==> config.mk <==
export PLATFORM = sky130hd
export DESIGN_NAME = ptcs_stats
export DESIGN_NICKNAME = d
export VERILOG_FILES = /design/src/ptcs_pkg.sv /design/src/ptcs_stats.sv
export VERILOG_INCLUDE_DIRS = /design/src
export SDC_FILE = /design/constraint.sdc
export NUM_CORES = 1
export LEC_CHECK = 0
export BUFFER_PORTS_ARGS = -buffer_cell sky130_fd_sc_hd__buf_4
export CELL_PAD_IN_SITES_DETAIL_PLACEMENT = 1
export CELL_PAD_IN_SITES_GLOBAL_PLACEMENT = 2
export CORE_UTILIZATION = 37
export CTS_BUF_LIST = sky130_fd_sc_hd__clkbuf_2 sky130_fd_sc_hd__clkbuf_4 sky130_fd_sc_hd__clkbuf_8
export DETAILED_ROUTE_END_ITERATION = 6
export PLACE_DENSITY = 0.79
export SLEW_MARGIN = 20
export SYNTH_ARGS = -nofsm -noshare
export SYNTH_HDL_FRONTEND = slang
export SYNTH_SLANG_ARGS = --single-unit
==> constraint.sdc <==
create_clock -name sys_clk_i -period 3.8 [get_ports sys_clk_i]
set_clock_uncertainty 0.15 [all_clocks]
set_input_delay 0.19 -clock sys_clk_i [delete_from_list [all_inputs] [get_ports sys_clk_i]]
set_output_delay 0.19 -clock sys_clk_i [all_outputs]
set_load 0.01 [all_outputs]
==> src/ptcs_consts.svh <==
`ifndef PTCS_CONSTS_SVH
`define PTCS_CONSTS_SVH
// ----------------------------------------------------------------------------
// Register byte offsets
// ----------------------------------------------------------------------------
`define PTCS_OFS_TX_MULTI_COLL   12'h000
`define PTCS_OFS_TX_EXCESS_COLL  12'h004
`define PTCS_OFS_TX_LATE_COLL    12'h008
`define PTCS_OFS_TX_UNDERRUN     12'h00c
`define PTCS_OFS_TX_CARRIER_LOSS 12'h010
`define PTCS_OFS_TX_GOOD_BYTES   12'h014
`define PTCS_OFS_BIN_64          12'h018
`define PTCS_OFS_BIN_65_127      12'h01c
`define PTCS_OFS_BIN_128_255     12'h020
// ----------------------------------------------------------------------------
// Reset values and thresholds
// ----------------------------------------------------------------------------
`define PTCS_CNT_RESET           32'h0000_0000
`define PTCS_MULTI_MIN_COLL      5'h02
`define PTCS_MULTI_MAX_COLL      5'h0f
`define PTCS_EXCESS_COLL         5'h10
`define PTCS_LATE_BIT_TIMES      16'h0200
`define PTCS_LEN_64              16'h0040
`define PTCS_LEN_65              16'h0041
`define PTCS_LEN_127             16'h007f
`define PTCS_LEN_128             16'h0080
`define PTCS_LEN_255             16'h00ff
`endif

==> src/ptcs_pkg.sv <==
`default_nettype none
package ptcs_pkg;
  // Counter index in the state array
  typedef enum {
    CNT_MULTI, CNT_EXCESS, CNT_LATE, CNT_UNDER, CNT_CARRIER,
    CNT_BYTES, CNT_B64, CNT_B65, CNT_B128, CNT_NUM
  } ptcs_cnt_idx_t;
  // APB slave phase
  typedef enum {APB_IDLE, APB_DONE} ptcs_apb_st_t;
  // Whole module state
  typedef struct packed {
    logic [8:0][31:0] cnt;
    logic [31:0]      prdata;
    logic             pready;
    logic             pslverr;
    ptcs_apb_st_t     apb_st;
  } ptcs_state_t;
endpackage
`default_nettype wire

==> src/ptcs_stats.sv <==
// Functional notes
// - Count success after 2-15 non-late collisions, no carrier loss/underrun.
// - Sixteen non-late collisions abandon frame; count unless carrier loss/underrun.
// - Collision beyond 512 bit-times is late; frame abandoned, late counter steps.
// - Late frame counted even after up to 15 earlier collisions.
// - Late collision excludes frame from multi and excessive counters.
// - Late frames counted despite CRC errors, carrier loss or underrun.
// - Underrun counter only steps on reported underrun; normally stays zero.
// - Carrier dropped or absent during transmit steps carrier-loss counter.
// - Carrier state ignored for received frames.
// - Carrier-loss frames run to completion; MAC reports once at end.
// - Carrier-loss frames counted despite CRC errors or underrun.
// - Good transmit frame lengths are summed into byte counter.
// - Exactly 64-byte qualifying frames, either direction, step 64 bin.
// - Transmit cut by carrier loss to 64 bytes still lands in 64 bin.
// - CRC, code, alignment, overrun errors do not affect 64 bin.
// - 65..127 byte qualifying frames step that bin.
// - 128..255 byte qualifying frames step that bin.
// - Bins ignore CRC/code/align/underrun/overrun; late, excessive, carrier exclude.
// - Receive and transmit share the same histogram counters.
// - Only data or MAC control frames to any address are considered.
`timescale 1ns/1ns
`default_nettype none
`include "ptcs_consts.svh"
module ptcs_stats #(
  parameter int ADDR_W = 12
) (
  // Clock and reset
  input  wire logic              sys_clk_i,
  input  wire logic              rst_n_i,
  // APB slave
  input  wire logic              psel_i,
  input  wire logic              penable_i,
  input  wire logic              pwrite_i,
  input  wire logic [ADDR_W-1:0] paddr_i,
  input  wire logic [31:0]       pwdata_i,
  output var  logic [31:0]       prdata_o,
  output var  logic              pready_o,
  output var  logic              pslverr_o,
  // Transmit frame status, one-cycle pulse at frame end
  input  wire logic              tx_done_i,
  input  wire logic              tx_eligible_i,
  input  wire logic [4:0]        tx_coll_cnt_i,
  input  wire logic              tx_late_coll_i,
  input  wire logic              tx_carrier_loss_i,
  input  wire logic              tx_underrun_i,
  input  wire logic [15:0]       tx_len_i,
  // Receive frame status, one-cycle pulse at frame end
  input  wire logic              rx_done_i,
  input  wire logic              rx_eligible_i,
  input  wire logic [15:0]       rx_len_i,
  // Good transmit byte counter copy for the MAC
  output var  logic [31:0]       tx_good_byte_count_o
);
  // --------------------------------------------------------------------------
  // Elaboration check
  // --------------------------------------------------------------------------
  if (ADDR_W < 6) begin : g_chk
    $error("ptcs_stats: ADDR_W too small for the register map");
  end

  // --------------------------------------------------------------------------
  // Helpers
  // --------------------------------------------------------------------------
  // Size bin select for one frame length
  function automatic logic [2:0] bin_of(input logic [15:0] len);
    logic [2:0] b;
    b = 3'h0;
    if (len == `PTCS_LEN_64) begin
      b = 3'h1;
    end else if (len >= `PTCS_LEN_65 && len <= `PTCS_LEN_127) begin
      b = 3'h2;
    end else if (len >= `PTCS_LEN_128 && len <= `PTCS_LEN_255) begin
      b = 3'h4;
    end
    return b;
  endfunction

  // Increment count of one bin, 0..2
  function automatic logic [31:0] add2(input logic [31:0] c, input logic a, input logic b);
    return c + {30'h0, a & b, a ^ b};
  endfunction

  // --------------------------------------------------------------------------
  // State
  // --------------------------------------------------------------------------
  ptcs_pkg::ptcs_state_t st_ff;
  ptcs_pkg::ptcs_state_t nxt_st;

  logic        tx_ev;
  logic        rx_ev;
  logic        tx_late;
  logic        tx_excess;
  logic        tx_multi;
  logic        tx_good;
  logic        tx_bin_ok;
  logic        tx_cl64;
  logic [2:0]  tx_bin;
  logic [2:0]  rx_bin;
  logic [31:0] rd_val;
  logic        rd_hit;

  // --------------------------------------------------------------------------
  // Frame classification
  // --------------------------------------------------------------------------
  // Only eligible data or control frames are considered
  assign tx_ev     = tx_done_i & tx_eligible_i;
  assign rx_ev     = rx_done_i & rx_eligible_i;
  // Late collision dominates regardless of other errors
  assign tx_late   = tx_ev & tx_late_coll_i;
  assign tx_excess = tx_ev & ~tx_late_coll_i & (tx_coll_cnt_i >= `PTCS_EXCESS_COLL)
                     & ~tx_carrier_loss_i & ~tx_underrun_i;
  assign tx_multi  = tx_ev & ~tx_late_coll_i & ~tx_carrier_loss_i & ~tx_underrun_i
                     & (tx_coll_cnt_i >= `PTCS_MULTI_MIN_COLL)
                     & (tx_coll_cnt_i <= `PTCS_MULTI_MAX_COLL);
  assign tx_good   = tx_ev & ~tx_late_coll_i & (tx_coll_cnt_i < `PTCS_EXCESS_COLL)
                     & ~tx_carrier_loss_i & ~tx_underrun_i;
  // Bins exclude late, excessive and carrier loss; underrun ignored
  assign tx_bin_ok = tx_ev & ~tx_late_coll_i & (tx_coll_cnt_i < `PTCS_EXCESS_COLL)
                     & ~tx_carrier_loss_i;
  // A send cut by carrier loss to exactly 64 bytes still lands in the 64 bin
  assign tx_cl64   = tx_ev & ~tx_late_coll_i & (tx_coll_cnt_i < `PTCS_EXCESS_COLL)
                     & tx_carrier_loss_i & (tx_len_i == `PTCS_LEN_64);
  assign tx_bin    = tx_bin_ok ? bin_of(tx_len_i) : (tx_cl64 ? 3'h1 : 3'h0);
  assign rx_bin    = rx_ev ? bin_of(rx_len_i) : 3'h0;

  // --------------------------------------------------------------------------
  // Read decode
  // --------------------------------------------------------------------------
  always_comb begin
    rd_val = 32'h0000_0000;
    rd_hit = 1'b1;
    if (paddr_i == ADDR_W'(`PTCS_OFS_TX_MULTI_COLL)) begin
      rd_val = st_ff.cnt[ptcs_pkg::CNT_MULTI];
    end else if (paddr_i == ADDR_W'(`PTCS_OFS_TX_EXCESS_COLL)) begin
      rd_val = st_ff.cnt[ptcs_pkg::CNT_EXCESS];
    end else if (paddr_i == ADDR_W'(`PTCS_OFS_TX_LATE_COLL)) begin
      rd_val = st_ff.cnt[ptcs_pkg::CNT_LATE];
    end else if (paddr_i == ADDR_W'(`PTCS_OFS_TX_UNDERRUN)) begin
      rd_val = st_ff.cnt[ptcs_pkg::CNT_UNDER];
    end else if (paddr_i == ADDR_W'(`PTCS_OFS_TX_CARRIER_LOSS)) begin
      rd_val = st_ff.cnt[ptcs_pkg::CNT_CARRIER];
    end else if (paddr_i == ADDR_W'(`PTCS_OFS_TX_GOOD_BYTES)) begin
      rd_val = st_ff.cnt[ptcs_pkg::CNT_BYTES];
    end else if (paddr_i == ADDR_W'(`PTCS_OFS_BIN_64)) begin
      rd_val = st_ff.cnt[ptcs_pkg::CNT_B64];
    end else if (paddr_i == ADDR_W'(`PTCS_OFS_BIN_65_127)) begin
      rd_val = st_ff.cnt[ptcs_pkg::CNT_B65];
    end else if (paddr_i == ADDR_W'(`PTCS_OFS_BIN_128_255)) begin
      rd_val = st_ff.cnt[ptcs_pkg::CNT_B128];
    end else begin
      rd_hit = 1'b0;
    end
  end

  // --------------------------------------------------------------------------
  // Next state
  // --------------------------------------------------------------------------
  always_comb begin
    nxt_st = st_ff;
    // Collision and error counters
    nxt_st.cnt[ptcs_pkg::CNT_MULTI]   = add2(st_ff.cnt[ptcs_pkg::CNT_MULTI], tx_multi, 1'b0);
    nxt_st.cnt[ptcs_pkg::CNT_EXCESS]  = add2(st_ff.cnt[ptcs_pkg::CNT_EXCESS], tx_excess, 1'b0);
    nxt_st.cnt[ptcs_pkg::CNT_LATE]    = add2(st_ff.cnt[ptcs_pkg::CNT_LATE], tx_late, 1'b0);
    nxt_st.cnt[ptcs_pkg::CNT_UNDER]   = add2(st_ff.cnt[ptcs_pkg::CNT_UNDER],
                                             tx_ev & tx_underrun_i, 1'b0);
    nxt_st.cnt[ptcs_pkg::CNT_CARRIER] = add2(st_ff.cnt[ptcs_pkg::CNT_CARRIER],
                                             tx_ev & tx_carrier_loss_i, 1'b0);
    // Byte sum of good frames, wraps
    if (tx_good) begin
      nxt_st.cnt[ptcs_pkg::CNT_BYTES] = st_ff.cnt[ptcs_pkg::CNT_BYTES]
                                        + {16'h0000, tx_len_i};
    end
    // Shared histogram bins, both paths may land in one cycle
    nxt_st.cnt[ptcs_pkg::CNT_B64]  = add2(st_ff.cnt[ptcs_pkg::CNT_B64], tx_bin[0], rx_bin[0]);
    nxt_st.cnt[ptcs_pkg::CNT_B65]  = add2(st_ff.cnt[ptcs_pkg::CNT_B65], tx_bin[1], rx_bin[1]);
    nxt_st.cnt[ptcs_pkg::CNT_B128] = add2(st_ff.cnt[ptcs_pkg::CNT_B128], tx_bin[2], rx_bin[2]);
    // APB: answer in access phase, one wait state
    nxt_st.pready  = 1'b0;
    nxt_st.pslverr = 1'b0;
    case (st_ff.apb_st)
      ptcs_pkg::APB_IDLE: begin
        if (psel_i && penable_i) begin
          nxt_st.pready  = 1'b1;
          nxt_st.apb_st  = ptcs_pkg::APB_DONE;
          nxt_st.prdata  = pwrite_i ? 32'h0000_0000 : rd_val;
          nxt_st.pslverr = pwrite_i | ~rd_hit;
        end
      end
      ptcs_pkg::APB_DONE: begin
        nxt_st.apb_st = ptcs_pkg::APB_IDLE;
      end
      default: begin
        nxt_st.apb_st = ptcs_pkg::APB_IDLE;
      end
    endcase
  end

  // --------------------------------------------------------------------------
  // State register
  // --------------------------------------------------------------------------
  always_ff @(posedge sys_clk_i) begin
    if (!rst_n_i) begin
      st_ff <= '0;
    end else begin
      st_ff <= nxt_st;
    end
  end

  // Outputs straight from flip-flops
  assign prdata_o             = st_ff.prdata;
  assign pready_o             = st_ff.pready;
  assign pslverr_o            = st_ff.pslverr;
  assign tx_good_byte_count_o = st_ff.cnt[ptcs_pkg::CNT_BYTES];

  // Write data is not used by read-only counters
  logic unused_ok;
  assign unused_ok = ^pwdata_i;
endmodule
`default_nettype wire

==> results of run 1 <==
-- metal layers --
metal | wire length [microns] | vias to the layer above | share of wire, %
li1 | - | 7673 | -
met1 | 28000 | 7955 | 46
met4 | 1800 | 0 | 3.0
met5 | 0 | - | 0
met3 | 2850 | 90 | 4.7
met2 | 28200 | 378 | 46
-- cells by family after synthesis --
group                      Yosys count  share of synthesized area [%]
xor gates and xnor gates           200                           10.2
muxes                               22                           1.28
and+or+nand+nor                    901                           26.3
DFF                                323                           37.7
adders and majority gates           39                           3.02
buffers and inverters              205                           5.98
AOI/OAI and AO/OA                  402                           15.5
-- flip-flops by register name, summed over array words and instances, names as in the netlist --
name	cells
pslverr_o	1
pready_o	1
prdata_o	32
st_ff	257
tx_good_byte_count_o	32
-- cell usage after synthesis, types with 43 or more instances --
cell type	number
nand3_1	120
clkbuf_1	86
dfxtp_1	323
o22ai_1	51
nand2_1	167
and3_1	53
or3_1	56
and2_1	44
buf_4	64
nand4_1	63
nor3_1	43
o21ai_0	95
xnor2_1	86
a21oi_1	82
nor2_1	252
xor2_1	114
-- critical path, cell delays in order --
cell	delay (ps)
dlygate4sd3_1	540
buf_4	150
nor4_1	400
nand3_2	160
or3b_4	450
nor2_4	150
ha_4	150
ha_2	140
a21o_1	120
nand2_2	70
or4_4	570
or4_4	520
or4_1	480
nand2_1	70
-- what timing repair did --
item	in CTS	in global routing
resized for setup	0	21
hold endpoints to repair	101	0
setup buffers	0	5
endpoints found under the setup margin	0	28
hold buffers	32	0
-- power by group --
group / internal [mW] / leakage (nW) / switching, mW
Sequential: 3.39 / 2.60 / 0.00612
Clock: 2.00 / 0.669 / 1.55
Combinational: 0.114 / 3.94 / 0.192
Total: 5.50 / 7.21 / 1.75
-- path summary, 6_finish.rpt --
check / start / to / slack, ps / cells after the start
worst min-delay path: tx_len_i[2] / tx_good_byte_count_o[2] / 50 / 6
worst min register to register: prdata_o[30] / prdata_o[30] / 350 / 1
worst max register to register: tx_good_byte_count_o[1] / tx_good_byte_count_o[21] / 720 / 8
worst max-delay path: tx_len_i[15] / st_ff[287] / 80 / 14
-- cell type report --
type | instances | area, sq um | share of cell area [%]
sequential | 323 | 6470 | 32.1
clock inverter | 8 | 57.6 | 0.286
timing repair buffer | 211 | 1690 | 8.39
multi-input combinational | 1564 | 9780 | 48.6
inverter | 42 | 165 | 0.821
clock buffer | 93 | 1200 | 5.99
antenna | 1 | 2.50 | 0.0124
tap | 600 | 751 | 3.73
==> results.cfg, run 1 <==
[status]
outcome = finished, final reports clean

[finish]
final_cell_mix = dfxtp_1 (323), nor2_1 (251), buf_4 (177)
final_core_util_pct = 44.1
stdcell_area_sq_um = 20100
fin_cells = 2842
nets = 2333
fillCellCount = 5447
layout_commonest_cell = dfxtp_1
area_delta_synth_final_pct = 17.2
drive_above_1_share_pct = 14.3

[floorplan]
die_w_microns = 217
die-height_microns = 217
ios = 159
start_util_pct = 37.7
core_region_area_sq_um = 45600
num_rows = 78
dieArea_sq_um = 47300

[clocking]
clock_latency_ps = 670
cts-htree-levels = 2
cts.sinks = 323
clk_pin_slew_ps = 60
clock_path_buffers = 3
root_buffer = clkbuf_8
cts_buffers = 59
cts_tree = done

[logic_synthesis]
avgSynthCellArea_sq_um = 8.21
synth_top_area_share_pct = 37.7
ys.flop_type = dfxtp_1
synth_cell_types = 76
synth-edff-count = 0
async_reset_ff_share_pct = 0
synth_fp_nets = 2224
seq_area_frac_synth_pct = 37.7
synthTopCellsByArea = dfxtp_1 (38%), xor2_1 (5.8%), nor2_1 (5.5%)
ys_ff_latch = 323
yosysTopAreaCell = dfxtp_1
syn_area_sq_um = 17200
yosysWarnings = 0
synthCells = 2092

[global_route]
grt_usage_pct = 25.6
antenna_found_initial = 2
grt-busiest-layer = met2
gr-total-overflow = 0
grt_use_met2_pct = 41.7
grtUsageMet3_pct = 3.70
grt_max_degree = 80
met1_usage_pct = 34.5
grt_pass1_vias = 16100
grt_pass1_wl_mm = 93.5

[power_and_ir_drop]
ir_drop_mv = 0.209
fin_total_pwr_mw = 7.25
p_per_area_nw_per_um2 = 360
p_leak_nw = 7.21

[placement]
place.gp.congestion = 0.868
placed_area_sq_um = 18400
portBuffers = 125
post-place-ws_ps = -71.9
dp_cells = 2703
dp.final_hpwl_mm = 45.0

[sta]
holdWs_ps = 50.9
setup_slack_ps = 75.6
relSlewSlack_pct = 28.2
finalCritPeriodShare_pct = 98.0
fmax_mhz = 269
hold_viol = 0
fin_tns_setup_ps = 0
setup_viol = 0
worstMarginPinSlew_ps = 1080
finalMaxSlewViolations = 0
fin_crit_ps = 3720

[drt]
vias = 16100
drcViolationCount = 0
wl_per_cell_microns = 21.4
dr.pass1.iters = 5
drt_iter0_drc = 1195
routed_wirelength_mm = 60.9
ant_nets = 0
viasPerCell = 5.66

[critical_path]
critPathMaxFanout = 4
cp_data_required_time_ps = 4250
cp-end-kind = flop
arrival_ps = 4170
worstSetupPathType = input port to flop
crit_path_start_kind = input port

[flow_run]
max-cap-violations = 0

[hold_path]
hp-class = input port to flop
Note: power is estimated with default switching activity, not from simulation.
==> inputs of run 2 (changes only) <==
- CORE_MARGIN: unset -> 2
==> run 2 against run 1 <==
  * Setup slack better by 120 ps
  * Final cell count about the same
  * First-iteration DRC count about the same
  * Register-to-register slack about the same
  * Non-clock buffer count down 4
  * Sequential power about the same
  * Sequential share of layout area up 0.074 points
  * Global-route usage down 0.24 points
  * Critical path type unchanged
  * Largest power group unchanged
==> results.cfg, run 2 (synthesis gave the netlist of run 1 again) <==
[global_route]
antenna_found_initial = 0
grt_max_degree = 88
grt_pass1_vias = 16300
grt_pass1_wl_mm = 94.2
gr-total-overflow = 0
grt_usage_pct = 25.3

[drt]
wl_per_cell_microns = 21.5
dr.pass1.iters = 6
viasPerCell = 5.67
ant_nets = 0
vias = 16100
drcViolationCount = 0
drt_iter0_drc = 1194
routed_wirelength_mm = 61.2

[placement]
placed_area_sq_um = 18400
post-place-ws_ps = -162
place.gp.congestion = 0.887
dp_cells = 2702
dp.final_hpwl_mm = 45.3
portBuffers = 125

[power_and_ir_drop]
p_clk_share_pct = 50.0
ir_drop_mv = 0.251
internal_power_mw = 5.65
p_per_area_nw_per_um2 = 369
p_leak_nw = 7.19
pwr-share-comb_pct = 4.1
sw_frac_of_total_pct = 23.8
switchingPower_mw = 1.76
seqPwrFrac_pct = 45.9

[critical_path]
r2r_slack_ps = 720
r2r-end = tx_good_byte_count_o[26]
ff2ff_path_depth = 10
arrival_ps = 4030
reg2reg_from = tx_good_byte_count_o[0]
max_stage_delay_ps = 570
cp-end-kind = flop
cp_data_required_time_ps = 4230
startpoint = tx_eligible_i
cpMostUsedCell = ha_1
crit_chain = dlygate4sd3_1 -> buf_4 -> nand3b_1 -> nor4_2 -> nand3_1 -> or3b_4 -> nor2_1 -> ha_1 -> ha_1 -> inv_1 -> fa_1 -> nand2b_1 -> or4_4 -> or3_1 -> a21oi_1
crit_path_start_kind = input port
critPathMaxFanout = 7
worstSetupPathType = input port to flop
crit_slowest_cell = or4_4

[sta]
hold_viol = 0
worstMarginPinSlew_ps = 973
grt_setup_unrepaired = no
setup_slack_ps = 193
setup_viol = 0
finalCritPeriodShare_pct = 94.9
fin_crit_ps = 3610
fmax_mhz = 277
relSlewSlack_pct = 35.0
finalMaxSlewViolations = 0

[finish]
stdcell_area_sq_um = 20100
antennaDiodeCount = 0
drive_above_1_share_pct = 14.0
largest_reg_flops = 257
layout_commonest_cell = dfxtp_1
area_delta_synth_final_pct = 16.9
final_cell_mix = dfxtp_1 (323), nor2_1 (252), buf_4 (172)
fin_cells = 2841
nets = 2330
regMostFlops = st_ff

[clocking]
cts.sinks = 323
root_buffer = clkbuf_8
clock_path_buffers = 3
clk_pin_slew_ps = 60
clock_latency_ps = 670
cts_buffers = 60
cts-htree-levels = 2
cts_tree = done

[floorplan]
core_region_area_sq_um = 45600
dieArea_sq_um = 48100
start_util_pct = 37.7
ios = 159
die-height_microns = 219
num_rows = 78
die_w_microns = 219

[hold_path]
holdPathEnd = st_ff[0]
worstHoldStart = penable_i
hp-class = input port to flop
holdPathStages = 4

[flow_run]
max-cap-violations = 0

[status]
outcome = finished, final reports clean
==> run 2: routing by layer <==
layer | wire [microns] | vias up | track usage, %
met5 | 0 | - | 0
met4 | 2180 | 0 | 10.3
met3 | 3130 | 109 | 3.45
met2 | 27800 | 387 | 41.0
met1 | 28100 | 7955 | 33.9
li1 | - | 7662 | -
==> run 2: power by group through the flow <==
| stage | Clock, mW | Sequential, mW | Combinational (mW) |
|---|---|---|---|
| 3_5_place_dp | 0 | 3.47 | 0.280 |
| 5_1_grt | 3.95 | 3.40 | 0.330 |
| 6_report | 3.70 | 3.40 | 0.306 |
| 2_1_floorplan | 0 | 3.47 | 0.150 |
| 3_3_place_gp | 0 | 3.47 | 0.275 |
| 4_1_cts | 3.81 | 3.40 | 0.305 |
==> run 2: worst max path at each step <==
stage | slack, ps | depth (start not counted) | end
3_5_place_dp | -160 | 14 | st_ff[282]
4_1_cts | 90 | 15 | st_ff[282]
2_1_floorplan | 350 | 15 | st_ff[316]
5_1_grt | 50 | 16 | st_ff[316]
3_3_place_gp | -20 | 14 | st_ff[284]
6_report | 190 | 15 | st_ff[282]
==> run 2: worst max-delay path: cells and delay by family <==
family	cells	cell delay (ps)
buffers and inverters	3	710
and+or+nand+nor	8	2240
AOI/OAI and AO/OA	1	150
adders and majority gates	3	730
==> run 2: metrics by stage <==
stage          utilization [%]  total power [mW]  setup TNS, ps  hold slack [ps]
2_1_floorplan                -              3.62              0              244
3_3_place_gp              40.3              3.75          -45.4              334
3_5_place_dp              40.3              3.75          -1180              330
4_1_cts                   44.0              7.51              0             3.85
5_1_grt                   44.0              7.68              0             64.9
6_report                  44.0              7.41              0             49.2
==> run 2: final cells by class <==
| cell class | count | area (sq um) |
|---|---|---|
| Clock inverter | 7 | 93.8 |
| Fill cell | 5456 | 25500 |
| Sequential cell | 323 | 6470 |
| Clock buffer | 98 | 1220 |
| Multi-Input combinational cell | 1564 | 9720 |
| Timing Repair Buffer | 207 | 1650 |
| Tap cell | 600 | 751 |
| Inverter | 42 | 165 |
==> run 2: timing repair <==
action,4_1_cts,5_1_grt
hold buffers,34,0
resized for setup,0,7
setup buffers,0,0
setup endpoints to repair,0,18
endpoints found under the hold margin,59,0
==> inputs of run 3 (changes only) <==
- clock period: 3.8 -> 3.81 ns (I/O delays scaled with it)
==> run 3 against run 2 <==
  * Combinational power about the same
  * Final area increased by 0.32%
  * Clock power about the same
  * Non-clock buffer count increased by 2
  * Largest cell class unchanged
  * Largest power group unchanged
==> results.cfg, run 3 (synthesis gave the netlist of run 1 again) <==
[floorplan]
die_w_microns = 219
dieArea_sq_um = 48100
ios = 159
num_rows = 78
die-height_microns = 219
core_region_area_sq_um = 45600
start_util_pct = 37.7

[power_and_ir_drop]
switchingPower_mw = 1.81
sw_frac_of_total_pct = 24.4
fin_total_pwr_mw = 7.42
p_leak_nw = 7.23
internal_power_mw = 5.61
pwr-share-comb_pct = 4.1
ir_drop_mv = 0.209
p_per_area_nw_per_um2 = 368
seqPwrFrac_pct = 45.7
p_clk_share_pct = 50.2

[critical_path]
critPathMaxFanout = 11
cp_data_required_time_ps = 4190
cp-end-kind = flop
crit_path_start_kind = input port
max_stage_delay_ps = 540
cpMostUsedCell = buf_4
crit_chain = dlygate4sd3_1 -> buf_4 -> nand3b_1 -> nor4_4 -> nand3_2 -> or3b_2 -> a311oi_2 -> ha_1 -> ha_1 -> a21oi_1 -> nor4b_1 -> buf_4 -> nand4_1 -> buf_4 -> nor4_1 -> xnor2_1 -> nor2_1
arrival_ps = 4030
crit_slowest_cell = dlygate4sd3_1
worstSetupPathType = input port to flop

[clocking]
clock_path_buffers = 3
root_buffer = clkbuf_8
clk_pin_slew_ps = 60
cts_buffers = 61
cts_tree = done
cts.sinks = 323
cts-htree-levels = 2
clock_latency_ps = 690
post-cts-setup-buffer-count = 0

[finish]
regMostFlops = st_ff
fillCellCount = 5455
final_core_util_pct = 44.2
antennaDiodeCount = 0
area_delta_synth_final_pct = 17.3
drive_above_1_share_pct = 14.3
multi_input_area_sq_um = 9740
stdcell_area_sq_um = 20100
largest_reg_flops = 257
nets = 2333
layout_commonest_cell = dfxtp_1
regArea_sq_um = 6470
final_cell_mix = dfxtp_1 (323), nor2_1 (252), buf_4 (172)

[sta]
setup_viol = 0
finalCritPeriodShare_pct = 95.9
fin_crit_ps = 3650
finalMaxSlewViolations = 0
hold_viol = 0
worstMarginPinSlew_ps = 1000
relSlewSlack_pct = 33.2
fmax_mhz = 274

[drt]
dr.pass1.iters = 5
vias = 16100
drt_iter0_drc = 1152
viasPerCell = 5.65
routed_wirelength_mm = 61.3
ant_nets = 0
wl_per_cell_microns = 21.5
drcViolationCount = 0

[global_route]
gr-total-overflow = 0
grtUsageMet3_pct = 3.60
grt_max_degree = 88
grt_pass1_wl_mm = 94.6
grt_use_met2_pct = 41.7
antenna_found_initial = 0
met1_usage_pct = 34.3
grt_pass1_vias = 16100
grt-busiest-layer = met2
grt_usage_pct = 25.5

[status]
outcome = finished, final reports clean

[placement]
placed_area_sq_um = 18400
portBuffers = 125
dp.final_hpwl_mm = 45.3
place.gp.congestion = 0.887

[flow_run]
max-cap-violations = 0

[hold_path]
hp-class = input port to flop
-- run 3: cell count changes in the layout (fill, tap and decap cells not counted), sizes merged --
cell,change
clkinv,+10
bufinv,-1
dlygate4sd3,+2
clkbuf,-2
-- run 3: repair_timing --
action                                 in CTS  in global routing
resized for setup                           0                  8
setup endpoints to repair                   0                 26
endpoints found under the hold margin      61                  0
hold buffers                               36                  0
-- run 3: metal layers --
metal	routed length [microns]	vias to the layer above	part of all wire, %
li1	-	7677	-
met1	28200	7965	46
met2	28400	381	46
met3	2910	90	4.8
met4	1810	0	2.9
met5	0	-	0
-- run 3: through the flow --
step                hold WS (ps)  cells  setup slack [ps]  TNS [ps]
floorplan                    245   2092               360         0
global placement             333   2702             -7.69     -17.1
detailed placement           346   2702             -75.0      -208
CTS                         6.87   2850              94.7         0
global route                67.8   2850             -26.8     -26.8
finish                      52.6   2850               157         0
-- run 3: path summary, 6_finish.rpt --
kind,from,end,depth (start not counted),slack (ps)
max,tx_late_coll_i,st_ff[321],17,160
min,tx_len_i[2],tx_good_byte_count_o[2],6,50
max reg2reg,st_ff[0],prdata_o[14],9,570
min reg2reg,prdata_o[30],prdata_o[30],1,350
-- run 3: area by class of cell --
class	count	area share, %
clock inverters	16	0.578
inverters	42	0.820
clock buffers	96	6.10
well taps	600	3.73
repair buffers	209	8.30
multi-input cells	1564	48.4
flip-flops and latches	323	32.1
-- run 3: power groups by stage --
stage,clock [mW],sequential (mW),combinational (mW)
4_1_cts,3.83,3.39,0.302
5_1_grt,3.99,3.39,0.330
2_1_floorplan,0,3.46,0.150
3_5_place_dp,0,3.46,0.278
3_3_place_gp,0,3.46,0.273
6_report,3.72,3.39,0.306
-- run 3: critical path: cells and delay by family --
family / cells / cell delay (ps)
AND/OR/NAND/NOR: 8 / 1840
buffers and inverters: 4 / 1060
adder cells (fa/ha/maj): 2 / 400
AO/OA/AOI/OAI: 2 / 360
XOR/XNOR: 1 / 160
